### src/sac_map.svh
`ifndef SAC_MAP_SVH
`define SAC_MAP_SVH
// Clock period and timing figures
`define SAC_CLK_NS          20
`define SAC_CONV_MIN_NS     25
`define SAC_CONV_MIN_CYC    ((`SAC_CONV_MIN_NS + `SAC_CLK_NS - 1) / `SAC_CLK_NS)
`define SAC_THRU_MAX_NS     8500
`define SAC_THRU_MAX_CYC    (`SAC_THRU_MAX_NS / `SAC_CLK_NS)
// Sequencing counts
`define SAC_RES_BITS        12
`define SAC_SHORT_BITS      8
`define SAC_ACQ_CYC         16
`define SAC_LATCH_CYC       2
`define SAC_SETTLE_CYC      2
// Result codes
`define SAC_CODE_ZERO       12'h000
`define SAC_CODE_MID        12'h800
`define SAC_CODE_FULL       12'hFFF
// Host command register offsets
`define SAC_REG_CTRL        12'h000
`define SAC_REG_STAT        12'h004
`define SAC_REG_DATA        12'h008
// Control register field positions
`define SAC_CTRL_START      0
`define SAC_CTRL_READ       1
`define SAC_CTRL_SHORT      2
`define SAC_CTRL_WIDE       3
`define SAC_CTRL_LOWBYTE    4
`endif

### src/sac_pkg.sv
package sac_pkg;
  // Converter sequencer states
  typedef enum logic [1:0] {
    SAC_TRACK,
    SAC_APPROX,
    SAC_LATCH
  } sac_conv_state_type;
  // Host sequencer states
  typedef enum logic [2:0] {
    SAC_H_IDLE,
    SAC_H_CONV,
    SAC_H_WAIT_BUSY,
    SAC_H_WAIT_DONE,
    SAC_H_READ_SET,
    SAC_H_READ_TAKE
  } sac_host_state_type;
  typedef logic [11:0] sac_word_type;
endpackage

### src/sac_link_if.sv
`timescale 1ns/10ps
// Control strobes, status and three-state data bus between host and converter
interface sac_link_if;
  logic        chip_en;          // Chip enable, active high
  logic        chip_sel_n;       // Chip select, active low
  logic        read_convert;     // 1 = read, 0 = convert
  logic        byte_addr_short;  // Byte select / short cycle
  logic        data_width_sel;   // 1 = all twelve bits
  logic        status;           // High while converting
  logic [11:0] data_out;         // Data bus value
  logic [11:0] data_oe;          // Per-bit output enable
  modport device (
    input  chip_en, chip_sel_n, read_convert, byte_addr_short, data_width_sel,
    output status, data_out, data_oe
  );
  modport host (
    output chip_en, chip_sel_n, read_convert, byte_addr_short, data_width_sel,
    input  status, data_out, data_oe
  );
endinterface

### src/sac_device.sv
// The register offsets and the APB register port were chosen for this implementation.
`timescale 1ns/10ps
`include "sac_map.svh"
module sac_device
  import sac_pkg::*;
(
  // Clock and reset
  input  wire logic  i_core_clk,
  input  wire logic  i_reset,
  // Link to host
  sac_link_if.device link,
  // Analog comparator: 1 when input is above the trial code
  input  wire logic  i_comp_above,
  // Sampler and trial code to the analog array
  output logic       o_sample_hold,
  output logic [11:0] o_trial_code,
  output logic       o_tracking
);

  // ----------------------------------------------------------
  // Input synchronisers
  // ----------------------------------------------------------
  // Control pins come from another domain; two flops before use
  logic [4:0] sync_a;          // First stage, read only by sync_b
  logic [4:0] sync_b;          // Second stage
  logic [4:0] sync_prev;       // Delayed copy for edge detection
  logic       comp_a;          // Comparator first stage
  logic       comp_b;          // Comparator second stage

  always_ff @(posedge i_core_clk) begin
    if (i_reset) begin
      // Idle pin levels (read high, deselected) so no false edge follows reset
      sync_a    <= 5'h16;
      sync_b    <= 5'h16;
      sync_prev <= 5'h16;
      comp_a    <= 1'b0;
      comp_b    <= 1'b0;
    end else begin
      sync_a    <= {link.data_width_sel, link.byte_addr_short, link.read_convert,
                    link.chip_sel_n, link.chip_en};
      sync_b    <= sync_a;
      sync_prev <= sync_b;
      comp_a    <= i_comp_above;
      comp_b    <= comp_a;
    end
  end

  logic ce, cs_n, rc, short_in, wide_in;
  logic ce_p, cs_n_p, rc_p;
  assign ce       = sync_b[0];
  assign cs_n     = sync_b[1];
  assign rc       = sync_b[2];
  assign short_in = sync_b[3];
  assign wide_in  = sync_b[4];
  assign ce_p     = sync_prev[0];
  assign cs_n_p   = sync_prev[1];
  assign rc_p     = sync_prev[2];

  // ----------------------------------------------------------
  // Start detection
  // ----------------------------------------------------------
  // Start on the last of the three inputs to reach its state; the
  // level term with a change of any of them covers simultaneous moves
  logic start_ok;
  logic start_edge;
  assign start_ok   = ce && !cs_n && !rc;
  assign start_edge = start_ok && (!ce_p || cs_n_p || rc_p);

  // ----------------------------------------------------------
  // Conversion sequencer
  // ----------------------------------------------------------
  sac_conv_state_type state;       // Sequencer state
  sac_conv_state_type next_state;
  logic [11:0] result;             // Output data register
  logic [11:0] next_result;
  logic [11:0] trial;              // Bits decided so far plus trial bit
  logic [11:0] next_trial;
  logic [3:0]  bit_idx;            // Bit under trial
  logic [3:0]  next_bit_idx;
  logic        short_cyc;          // Captured short-cycle select
  logic        next_short_cyc;
  logic [1:0]  latch_cnt;          // Settle before status falls
  logic [1:0]  next_latch_cnt;
  logic        busy;               // Status register
  logic        next_busy;
  logic        hold;               // Sampler in hold
  logic        next_hold;
  logic [1:0]  settle_cnt;         // Cycles left for the synced comparator
  logic [1:0]  next_settle_cnt;

  // Lowest bit index trialled for the chosen length
  function automatic logic [3:0] last_bit(input logic is_short);
    last_bit = is_short ? 4'(`SAC_RES_BITS - `SAC_SHORT_BITS) : 4'h0;
  endfunction

  always_comb begin
    next_state     = state;
    next_result    = result;
    next_trial     = trial;
    next_bit_idx   = bit_idx;
    next_short_cyc = short_cyc;
    next_latch_cnt = latch_cnt;
    next_busy      = busy;
    next_hold      = hold;
    next_settle_cnt = settle_cnt;
    case (state)
      SAC_TRACK: begin
        // The sequencer looks at the control pins only here, so pulses while busy are dropped
        if (start_edge) begin
          next_short_cyc = short_in;
          next_hold      = 1'b1;
          next_busy      = 1'b1;
          next_bit_idx   = 4'hB;
          next_trial     = `SAC_CODE_MID;
          next_settle_cnt = 2'(`SAC_SETTLE_CYC);
          next_state     = SAC_APPROX;
        end
      end
      SAC_APPROX: begin
        // The comparator reaches us through two flops, so a trial code must
        // stand that long before its decision; deciding earlier would judge
        // the code of an older step
        if (settle_cnt != 2'h0) begin
          next_settle_cnt = settle_cnt - 2'h1;
        end else begin
          next_settle_cnt = 2'(`SAC_SETTLE_CYC);
          // Keep the trial bit when the input is above it
          next_trial[bit_idx] = comp_b;
          if (bit_idx == last_bit(short_cyc)) begin
            next_result = next_trial;
            if (short_cyc)
              next_result[3:0] = 4'h0;
            next_hold      = 1'b0;
            next_latch_cnt = 2'(`SAC_LATCH_CYC);
            next_state     = SAC_LATCH;
          end else begin
            next_bit_idx = bit_idx - 4'h1;
            next_trial[bit_idx - 4'h1] = 1'b1;
          end
        end
      end
      SAC_LATCH: begin
        // Data settle on the output register before status drops
        if (latch_cnt == 2'h1) begin
          next_busy  = 1'b0;
          next_state = SAC_TRACK;
        end
        next_latch_cnt = latch_cnt - 2'h1;
      end
      default: next_state = SAC_TRACK;
    endcase
  end

  // Twelve steps plus sync and latch are far inside 8.5us at 50 MHz
  always_ff @(posedge i_core_clk) begin
    if (i_reset) begin
      state     <= SAC_TRACK;
      result    <= `SAC_CODE_ZERO;
      trial     <= `SAC_CODE_ZERO;
      bit_idx   <= 4'h0;
      short_cyc <= 1'b0;
      latch_cnt <= 2'h0;
      busy      <= 1'b0;
      hold      <= 1'b0;
      settle_cnt <= 2'h0;
    end else begin
      state     <= next_state;
      result    <= next_result;
      trial     <= next_trial;
      bit_idx   <= next_bit_idx;
      short_cyc <= next_short_cyc;
      latch_cnt <= next_latch_cnt;
      busy      <= next_busy;
      hold      <= next_hold;
      settle_cnt <= next_settle_cnt;
    end
  end

  // ----------------------------------------------------------
  // Output bus
  // ----------------------------------------------------------
  logic [11:0] dout;
  logic [11:0] next_dout;
  logic [11:0] doe;
  logic [11:0] next_doe;

  // Byte mode is left-justified: the low byte rides on the lower eight lines
  always_comb begin
    next_dout = result;
    next_doe  = 12'h000;
    if (rc && !busy && ce && !cs_n) begin
      if (wide_in) begin
        next_doe = 12'hFFF;
      end else if (!short_in) begin
        next_doe = 12'hFF0;
      end else begin
        next_dout = {4'h0, result[3:0], 4'h0};
        next_doe  = 12'h0FF;
      end
    end
  end

  always_ff @(posedge i_core_clk) begin
    if (i_reset) begin
      dout <= 12'h000;
      doe  <= 12'h000;
    end else begin
      dout <= next_dout;
      doe  <= next_doe;
    end
  end

  assign link.status   = busy;
  assign link.data_out = dout;
  assign link.data_oe  = doe;
  assign o_sample_hold = hold;
  assign o_trial_code  = trial;
  assign o_tracking    = !hold;

endmodule

### src/flat_wrapper.sv
// flat-port wrapper written by rule: the top's interface ports become plain ports
module sac_device_flat import sac_pkg::*;
  (i_core_clk, i_reset, i_comp_above, o_sample_hold, o_trial_code, o_tracking, link_chip_en, link_chip_sel_n, link_read_convert, link_byte_addr_short, link_data_width_sel, link_status, link_data_out, link_data_oe);
  sac_link_if link_i ();
  input  wire logic i_core_clk;
  input  wire logic i_reset;
  input  wire logic i_comp_above;
  output logic o_sample_hold;
  output logic [11:0] o_trial_code;
  output logic o_tracking;
  input wire logic [$bits(link_i.chip_en)-1:0] link_chip_en;
  input wire logic [$bits(link_i.chip_sel_n)-1:0] link_chip_sel_n;
  input wire logic [$bits(link_i.read_convert)-1:0] link_read_convert;
  input wire logic [$bits(link_i.byte_addr_short)-1:0] link_byte_addr_short;
  input wire logic [$bits(link_i.data_width_sel)-1:0] link_data_width_sel;
  output wire logic [$bits(link_i.status)-1:0] link_status;
  output wire logic [$bits(link_i.data_out)-1:0] link_data_out;
  output wire logic [$bits(link_i.data_oe)-1:0] link_data_oe;
  assign link_i.chip_en = link_chip_en;
  assign link_i.chip_sel_n = link_chip_sel_n;
  assign link_i.read_convert = link_read_convert;
  assign link_i.byte_addr_short = link_byte_addr_short;
  assign link_i.data_width_sel = link_data_width_sel;
  assign link_status = link_i.status;
  assign link_data_out = link_i.data_out;
  assign link_data_oe = link_i.data_oe;
  sac_device u_core (.i_core_clk(i_core_clk), .i_reset(i_reset), .link(link_i), .i_comp_above(i_comp_above), .o_sample_hold(o_sample_hold), .o_trial_code(o_trial_code), .o_tracking(o_tracking));
endmodule
### config.mk
export PLATFORM = sky130hd
export DESIGN_NAME = sac_device_flat
export DESIGN_NICKNAME = d
export VERILOG_FILES = /design/src/sac_pkg.sv /design/src/sac_link_if.sv /design/src/sac_device.sv /design/src/flat_wrapper.sv
export VERILOG_INCLUDE_DIRS = /design/src
export SDC_FILE = /design/constraint.sdc
export NUM_CORES = 1
export LEC_CHECK = 0
export BUFFER_PORTS_ARGS = -buffer_cell sky130_fd_sc_hd__buf_2
export CAP_MARGIN = 20
export CORE_MARGIN = 2
export CORE_UTILIZATION = 48
export DETAILED_ROUTE_END_ITERATION = 8
export PLACE_DENSITY = 0.77
export SYNTH_ARGS = -nofsm -noshare
export SYNTH_HDL_FRONTEND = slang
export SYNTH_SLANG_ARGS = --single-unit
### constraint.sdc
create_clock -name i_core_clk -period 2.4 [get_ports i_core_clk]
set_input_delay 0.12 -clock i_core_clk [delete_from_list [all_inputs] [get_ports i_core_clk]]
set_output_delay 0.12 -clock i_core_clk [all_outputs]
set_load 0.02 [all_outputs]
==> flow_metrics.py, run 1 <==
metrics = {
    "logic_synthesis": {
        "yosysTopAreaCell": "dfxtp_1",
        "yosysWarnings": 0,
        "synth_area_leaders": "dfxtp_1 46%, mux2i_1 5.5%, nor2_1 4.9%",
        "ys_ff_latch": 67,
        "synthDistinctLibCells": 43,
        "syn-cell-area_um2": 2900,
        "async_flop_share": 0,
        "avgSynthCellArea_um2": 9.11,
        "synth_edf_count": 0,
        "synthCells": 318,
        "syn-num-nets": 333,
        "synthFlopType": "dfxtp_1",
        "seq_area_frac_synth": 0.463,
        "yosysTopAreaCellShare": 0.463,
    },
    "clock_network": {
        "postCtsSetupBuffers": 0,
        "clockBufferDepth": 2,
        "numCtsBuffers": 9,
        "cts_tree": "done",
        "clock_latency_ns": 0.34,
        "h-tree-depth": 3,
        "cts.sinks": 67,
        "clk_pin_slew_ns": 0.07,
        "clockRootBuffer": "clkbuf_8",
    },
    "drt": {
        "drt_iter0_markers": 214,
        "drt_pre_antenna_iters": 5,
        "drc": 0,
        "wl_um": 5950,
        "ant_nets": 0,
        "num_vias": 2324,
        "wl_per_cell_um": 13.6,
        "detail_route.vias_per_cell": 5.31,
    },
    "timing": {
        "setup_viol": 0,
        "finClkSkew_ns": 0.0111,
        "period_minus_slack_ns": 2.00,
        "fin_hold_ws_ns": 0.159,
        "hold_viol": 0,
        "slew_violations": 0,
        "fin_tns_setup_ns": 0,
        "fmax_mhz": 499,
        "worst_pin_slew_ns": 0.657,
        "slew_headroom": 0.556,
        "finalCritPeriodShare": 0.835,
        "rsz0062_at_grt": "false",
    },
    "floorplanning": {
        "die_area_um2": 6670,
        "die_x_um": 81.7,
        "initial_core_util": 0.492,
        "pin_count": 47,
        "die_y_um": 81.7,
        "num_rows": 28,
        "fp.coreArea_um2": 5890,
    },
    "grt": {
        "grt_use_total": 0.195,
        "grt_max_degree": 39,
        "antenna_found_initial": 0,
        "grt_pass1_vias": 2162,
        "grt_pass1_wl_um": 9870,
        "grt-ovfl-total": 0,
    },
    "worst_hold_path": {
        "whs_path_depth": 2,
        "hp-class": "in -> reg",
        "min_from": "i_reset",
        "hold-path-endpoint": "u_core.o_sample_hold$_SDFFE_PP0P_",
    },
    "critical_path": {
        "crit_path_start_kind": "flop",
        "crit_fanout": 7,
        "cp.required_ns": 2.68,
        "worstSetupEndpointType": "flop",
        "r2r_slack_ns": 0.40,
        "worstRegToRegCells": 6,
        "rr_endpoint": "u_core.o_trial_code[0]$_SDFFE_PP0P_",
        "criticalPathCategory": "reg -> reg",
        "worst_ep_arrival_time_ns": 2.29,
        "r2r-start": "u_core.settle_cnt[0]$_SDFFE_PP0P_",
    },
    "layout": {
        "n_antenna_cell": 0,
        "area_growth_pct": 16.2,
        "drive_gt1_frac": 0.223,
        "multi_input_area_um2": 1350,
        "area.sequential_um2": 1340,
        "num-fill-cells": 543,
        "nets": 373,
    },
    "power": {
        "power.switching_uw": 452,
        "seq_power_share": 0.530,
        "vdd_drop_max_v": 0.000467,
        "p_int_uw": 1690,
        "power_leakage_uw": 0.00142,
        "combPwrFrac": 0.028,
        "p_per_area_nw_per_um2": 636,
        "p_clk_frac": 0.442,
        "p_sw_frac": 0.211,
    },
    "place": {
        "portBuffers": 46,
        "dp_hpwl_um": 4120,
        "place.gp.congestion": 0.867,
    },
    "job": {
        "maxCapViolations": 0,
    },
    "status": {
        "outcome": "finished clean",
    },
}
==> area by class of cell <==
cell class,count,area share
multi-input cells,211,0.402
clock inverters,4,0.0145
repair buffers,57,0.0974
clock buffers,12,0.0461
inverters,12,0.0134
flip-flops and latches,67,0.399
well taps,75,0.0279
==> through the flow <==
step	utilization	total power [µW]	area (µm²)	setup WS [ns]	std cells
floorplan	-	1200	2900	0.662	318
global placement	0.527	1210	3100	0.613	416
detailed placement	0.527	1210	3100	0.493	416
CTS	0.572	2160	3370	0.463	438
global route	0.572	2220	3370	0.276	438
finish	0.572	2140	3370	0.397	438
==> cells by family after synthesis <==
| logic type | count (synthesis) | share of synthesized area |
|---|---|---|
| simple gates | 130 | 0.233 |
| flops | 67 | 0.463 |
| compound gates | 54 | 0.135 |
| buf+inv | 40 | 0.0695 |
| mux | 18 | 0.0631 |
| fa+ha+maj | 7 | 0.0302 |
| xor+xnor | 2 | 0.00605 |
==> cells in the mapped netlist (3+ instances only) <==
| master | n |
|---|---|
| nor2_1 | 38 |
| nor2b_1 | 15 |
| a211oi_1 | 11 |
| buf_4 | 10 |
| or2_2 | 8 |
| a221o_1 | 6 |
| a21oi_1 | 15 |
| ha_1 | 7 |
| nor3_1 | 3 |
| inv_1 | 12 |
| clkbuf_1 | 12 |
| nand2b_1 | 4 |
| o21ai_0 | 3 |
| nand3_1 | 10 |
| buf_2 | 5 |
| nand3b_1 | 5 |
| and2_1 | 10 |
| or3_1 | 4 |
| a221oi_1 | 5 |
| o211ai_1 | 3 |
| mux2i_1 | 16 |
| dfxtp_1 | 67 |
| nand2_1 | 22 |
==> power groups by stage <==
stage	registers [µW]	logic (µW)	clock network (µW)
2_1_floorplan	1160	37.3	0
3_3_place_gp	1160	51.4	0
3_5_place_dp	1160	52.7	0
6_report	1130	59.8	946
5_1_grt	1130	66.9	1020
4_1_cts	1130	60.2	968
==> how the worst max path moves through the flow <==
stage	from	endpoint	slack, ns
2_1_floorplan	u_core.settle_cnt[0]$_SDFFE_PP0P_	u_core.o_trial_code[10]$_SDFFE_PP0P_	0.66
5_1_grt	u_core.settle_cnt[0]$_SDFFE_PP0P_	u_core.o_trial_code[0]$_SDFFE_PP0P_	0.28
6_report	u_core.settle_cnt[0]$_SDFFE_PP0P_	u_core.o_trial_code[0]$_SDFFE_PP0P_	0.40
3_5_place_dp	u_core.settle_cnt[0]$_SDFFE_PP0P_	u_core.o_trial_code[0]$_SDFFE_PP0P_	0.49
4_1_cts	u_core.settle_cnt[0]$_SDFFE_PP0P_	u_core.o_trial_code[0]$_SDFFE_PP0P_	0.46
3_3_place_gp	u_core.state[0]$_SDFFE_PP0P_	u_core.result[8]$_SDFFE_PP0P_	0.61
==> layer usage <==
layer / vias up / GRT usage / wire [µm] / part of all wire
met2: 78 / 0.326 / 2860 / 0.48
met5: - / 0 / 0 / 0
met1: 1079 / 0.238 / 2720 / 0.46
li1: 1162 / - / - / -
met4: 0 / 0.0733 / 41 / 0.0069
met3: 5 / 0.0560 / 335 / 0.056
==> layout by cell type (no fill, tap or decap), drive strengths merged, types with 3 or more instances in the layout <==
cell type / instances
nand3: 10
inv: 12
nand2b: 5
o21ai: 3
nand2: 22
and2: 10
a221oi: 5
o211ai: 3
or2: 8
or3: 4
nor2b: 15
nor3: 3
buf: 51
a221o: 6
mux2i: 16
ha: 7
a21oi: 16
nand3b: 5
clkbuf: 12
dfxtp: 67
nor2: 40
dlygate4sd3: 6
clkinv: 3
a211oi: 11
==> critical path: stages (launching register included) <==
cell and delay (ns):
dfxtp_1 0.31, inv_1 0.08, ha_1 0.25, and3b_1 0.36, nand2b_1 0.12, nor4b_1 0.57
a221o_1 0.26
==> registers in the layout, summed over array words and instances, names as in the netlist, 3 cells and up <==
signal,cells
u_core.link.data_out,12
u_core.result,12
u_core.bit_idx,4
u_core.o_trial_code,12
u_core.sync_b,5
u_core.sync_prev,3
u_core.link.data_oe,3
u_core.sync_a,5
==> timing repair <==
item / CTS / global route
hold buffers: 6 / 0
resized for setup: 0 / 0
endpoints found under the hold margin: 6 / 0
No activity file was read; power rests on OpenSTA's default activity.
==> run 2: changes to the inputs <==
PLACE_DENSITY = 0.79   (was 0.77)
clock period = 1.8 ns   (was 2.4 ns; I/O delays follow)
==> run 2 against run 1 <==
Compared with the run above: cell area is 5.2% higher; combinational power up 43%; wire length down 0.22%; highest routed layer unchanged.
==> flow_metrics.py, run 2 (synthesized netlist as in run 1, its figures left out) <==
metrics = {
    "timing": {
        "slew_violations": 0,
        "fin_tns_setup_ns": 0,
        "finalCritPeriodShare": 0.972,
        "rsz0062_at_grt": "true",
        "slew_headroom": 0.660,
        "setup_viol": 0,
        "finClkSkew_ns": 0.0113,
        "hold_viol": 0,
        "timing.final.ws_setup_ns": 0.0513,
        "period_minus_slack_ns": 1.75,
        "worst_pin_slew_ns": 0.505,
        "fmax_mhz": 572,
    },
    "layout": {
        "drive_gt1_frac": 0.275,
        "n_antenna_cell": 0,
        "layout_common_cells": "65 x dfxtp_1, 46 x buf_2, 37 x nor2_1",
        "mostFrequentLayoutCell": "dfxtp_1",
        "area_growth_pct": 22.3,
        "nets": 388,
        "postLayoutCoreUtil": 0.602,
        "stdcell_area_um2": 3540,
    },
    "floorplanning": {
        "die_area_um2": 6670,
        "pin_count": 47,
        "initial_core_util": 0.492,
        "num_rows": 28,
        "die_y_um": 81.7,
        "fp.coreArea_um2": 5890,
        "die_x_um": 81.7,
    },
    "place": {
        "post-place-ws_ns": 0.0127,
        "portBuffers": 46,
        "placed_area_um2": 3230,
        "place.gp.congestion": 0.879,
        "dp_hpwl_um": 4300,
    },
    "power": {
        "vdd_drop_max_v": 0.000626,
        "power_leakage_uw": 0.00151,
        "p_per_area_nw_per_um2": 821,
    },
    "drt": {
        "ant_nets": 0,
        "drc": 0,
        "wl_per_cell_um": 13.1,
        "drt_iter0_markers": 182,
        "wl_um": 5940,
        "num_vias": 2348,
        "detail_route.vias_per_cell": 5.18,
        "drt_pre_antenna_iters": 4,
    },
    "critical_path": {
        "worstSetupEndpointType": "flop",
        "cp.required_ns": 2.03,
        "max_stage_delay_ns": 0.54,
        "crit_family": "simple AND/OR/NAND/NOR gates",
        "cpMaxStageDelayCell": "or4_4",
        "crit_fanout": 7,
        "crit_path_start_kind": "flop",
        "worst_ep_arrival_time_ns": 1.98,
        "worstPathCellList": "nand2b_4, or4_4, a21oi_4, nor2_4, a221o_1",
        "path_buf_inv": 0,
        "r2r_slack_ns": 0.05,
        "criticalPathCategory": "reg -> reg",
    },
    "grt": {
        "grt_max_degree": 25,
        "antenna_found_initial": 0,
        "grt_use_total": 0.197,
        "grt_pass1_wl_um": 9930,
        "grt-ovfl-total": 0,
        "grt_pass1_vias": 2208,
    },
    "job": {
        "maxCapViolations": 0,
    },
    "clock_network": {
        "cts_tree": "done",
        "postCtsSetupBuffers": 0,
        "clockRootBuffer": "clkbuf_8",
        "clockBufferDepth": 2,
        "clock_latency_ns": 0.35,
        "h-tree-depth": 3,
        "numCtsBuffers": 9,
        "clk_pin_slew_ns": 0.07,
        "cts.sinks": 67,
    },
    "status": {
        "outcome": "finished clean",
    },
    "worst_hold_path": {
        "hp-class": "in -> reg",
    },
}
==> run 2: changes by cell type in the layout (fill, tap and decap cells not counted), sizes merged <==
| cell | change |
|---|---|
| clkinv | -3 |
| clkbuf | +1 |
| clkinvlp | +2 |
| buf | +15 |
==> run 2: final cells by class <==
| type | count | area, µm² |
|---|---|---|
| flip-flops and latches | 67 | 1340 |
| inverters | 12 | 45.0 |
| repair buffers | 72 | 453 |
| clock buffers | 13 | 169 |
| well taps | 75 | 93.8 |
| clock inverters | 3 | 45.0 |
| fillers | 510 | 2340 |
| multi-input cells | 211 | 1390 |
==> run 2: routing by layer <==
metal  track usage  vias to the layer above  wire length, µm
li1              -                     1192                -
met1         0.243                     1074             2670
met2         0.314                       70             2750
met3        0.0692                       12              421
met4        0.0817                        0              106
met5             0                        -                0
==> run 2: stage by stage <==
step | total power (µW) | hold slack [ns] | cells
4_1_cts | 2930 | 0.180 | 453
3_3_place_gp | 1620 | 0.272 | 431
5_1_grt | 3010 | 0.204 | 453
2_1_floorplan | 1590 | 0.194 | 318
3_5_place_dp | 1620 | 0.275 | 431
6_report | 2910 | 0.204 | 453
==> run 2: what timing repair did <==
action / 4_1_cts / 5_1_grt
gates resized for setup: 0 / 12
endpoints found under the setup margin: 0 / 25
hold endpoints to repair: 6 / 0
hold buffers: 6 / 0
==> run 2: worst paths after layout <==
kind / start / endpoint / cells past startpoint
max: u_core.sync_b[1]$_SDFF_PP1_ / u_core.o_trial_code[1]$_SDFFE_PP0P_ / 5
min: i_reset / u_core.o_trial_code[3]$_SDFFE_PP0P_ / 3
max reg2reg: u_core.sync_b[1]$_SDFF_PP1_ / u_core.o_trial_code[1]$_SDFFE_PP0P_ / 5
min reg2reg: u_core.sync_a[2]$_SDFF_PP1_ / u_core.sync_b[2]$_SDFF_PP1_ / 1
==> run 2: worst reg2reg max path: cells and delay by family, from the launching register on <==
kind,cells,cell delay [ns]
simple gates,3,0.76
compound gates,2,0.58
flops,1,0.31
==> run 2: power by group <==
group          switching (µW)  internal (µW)
logic                    45.1           40.6
registers                11.2           1500
clock network             557            754
total                     613           2290
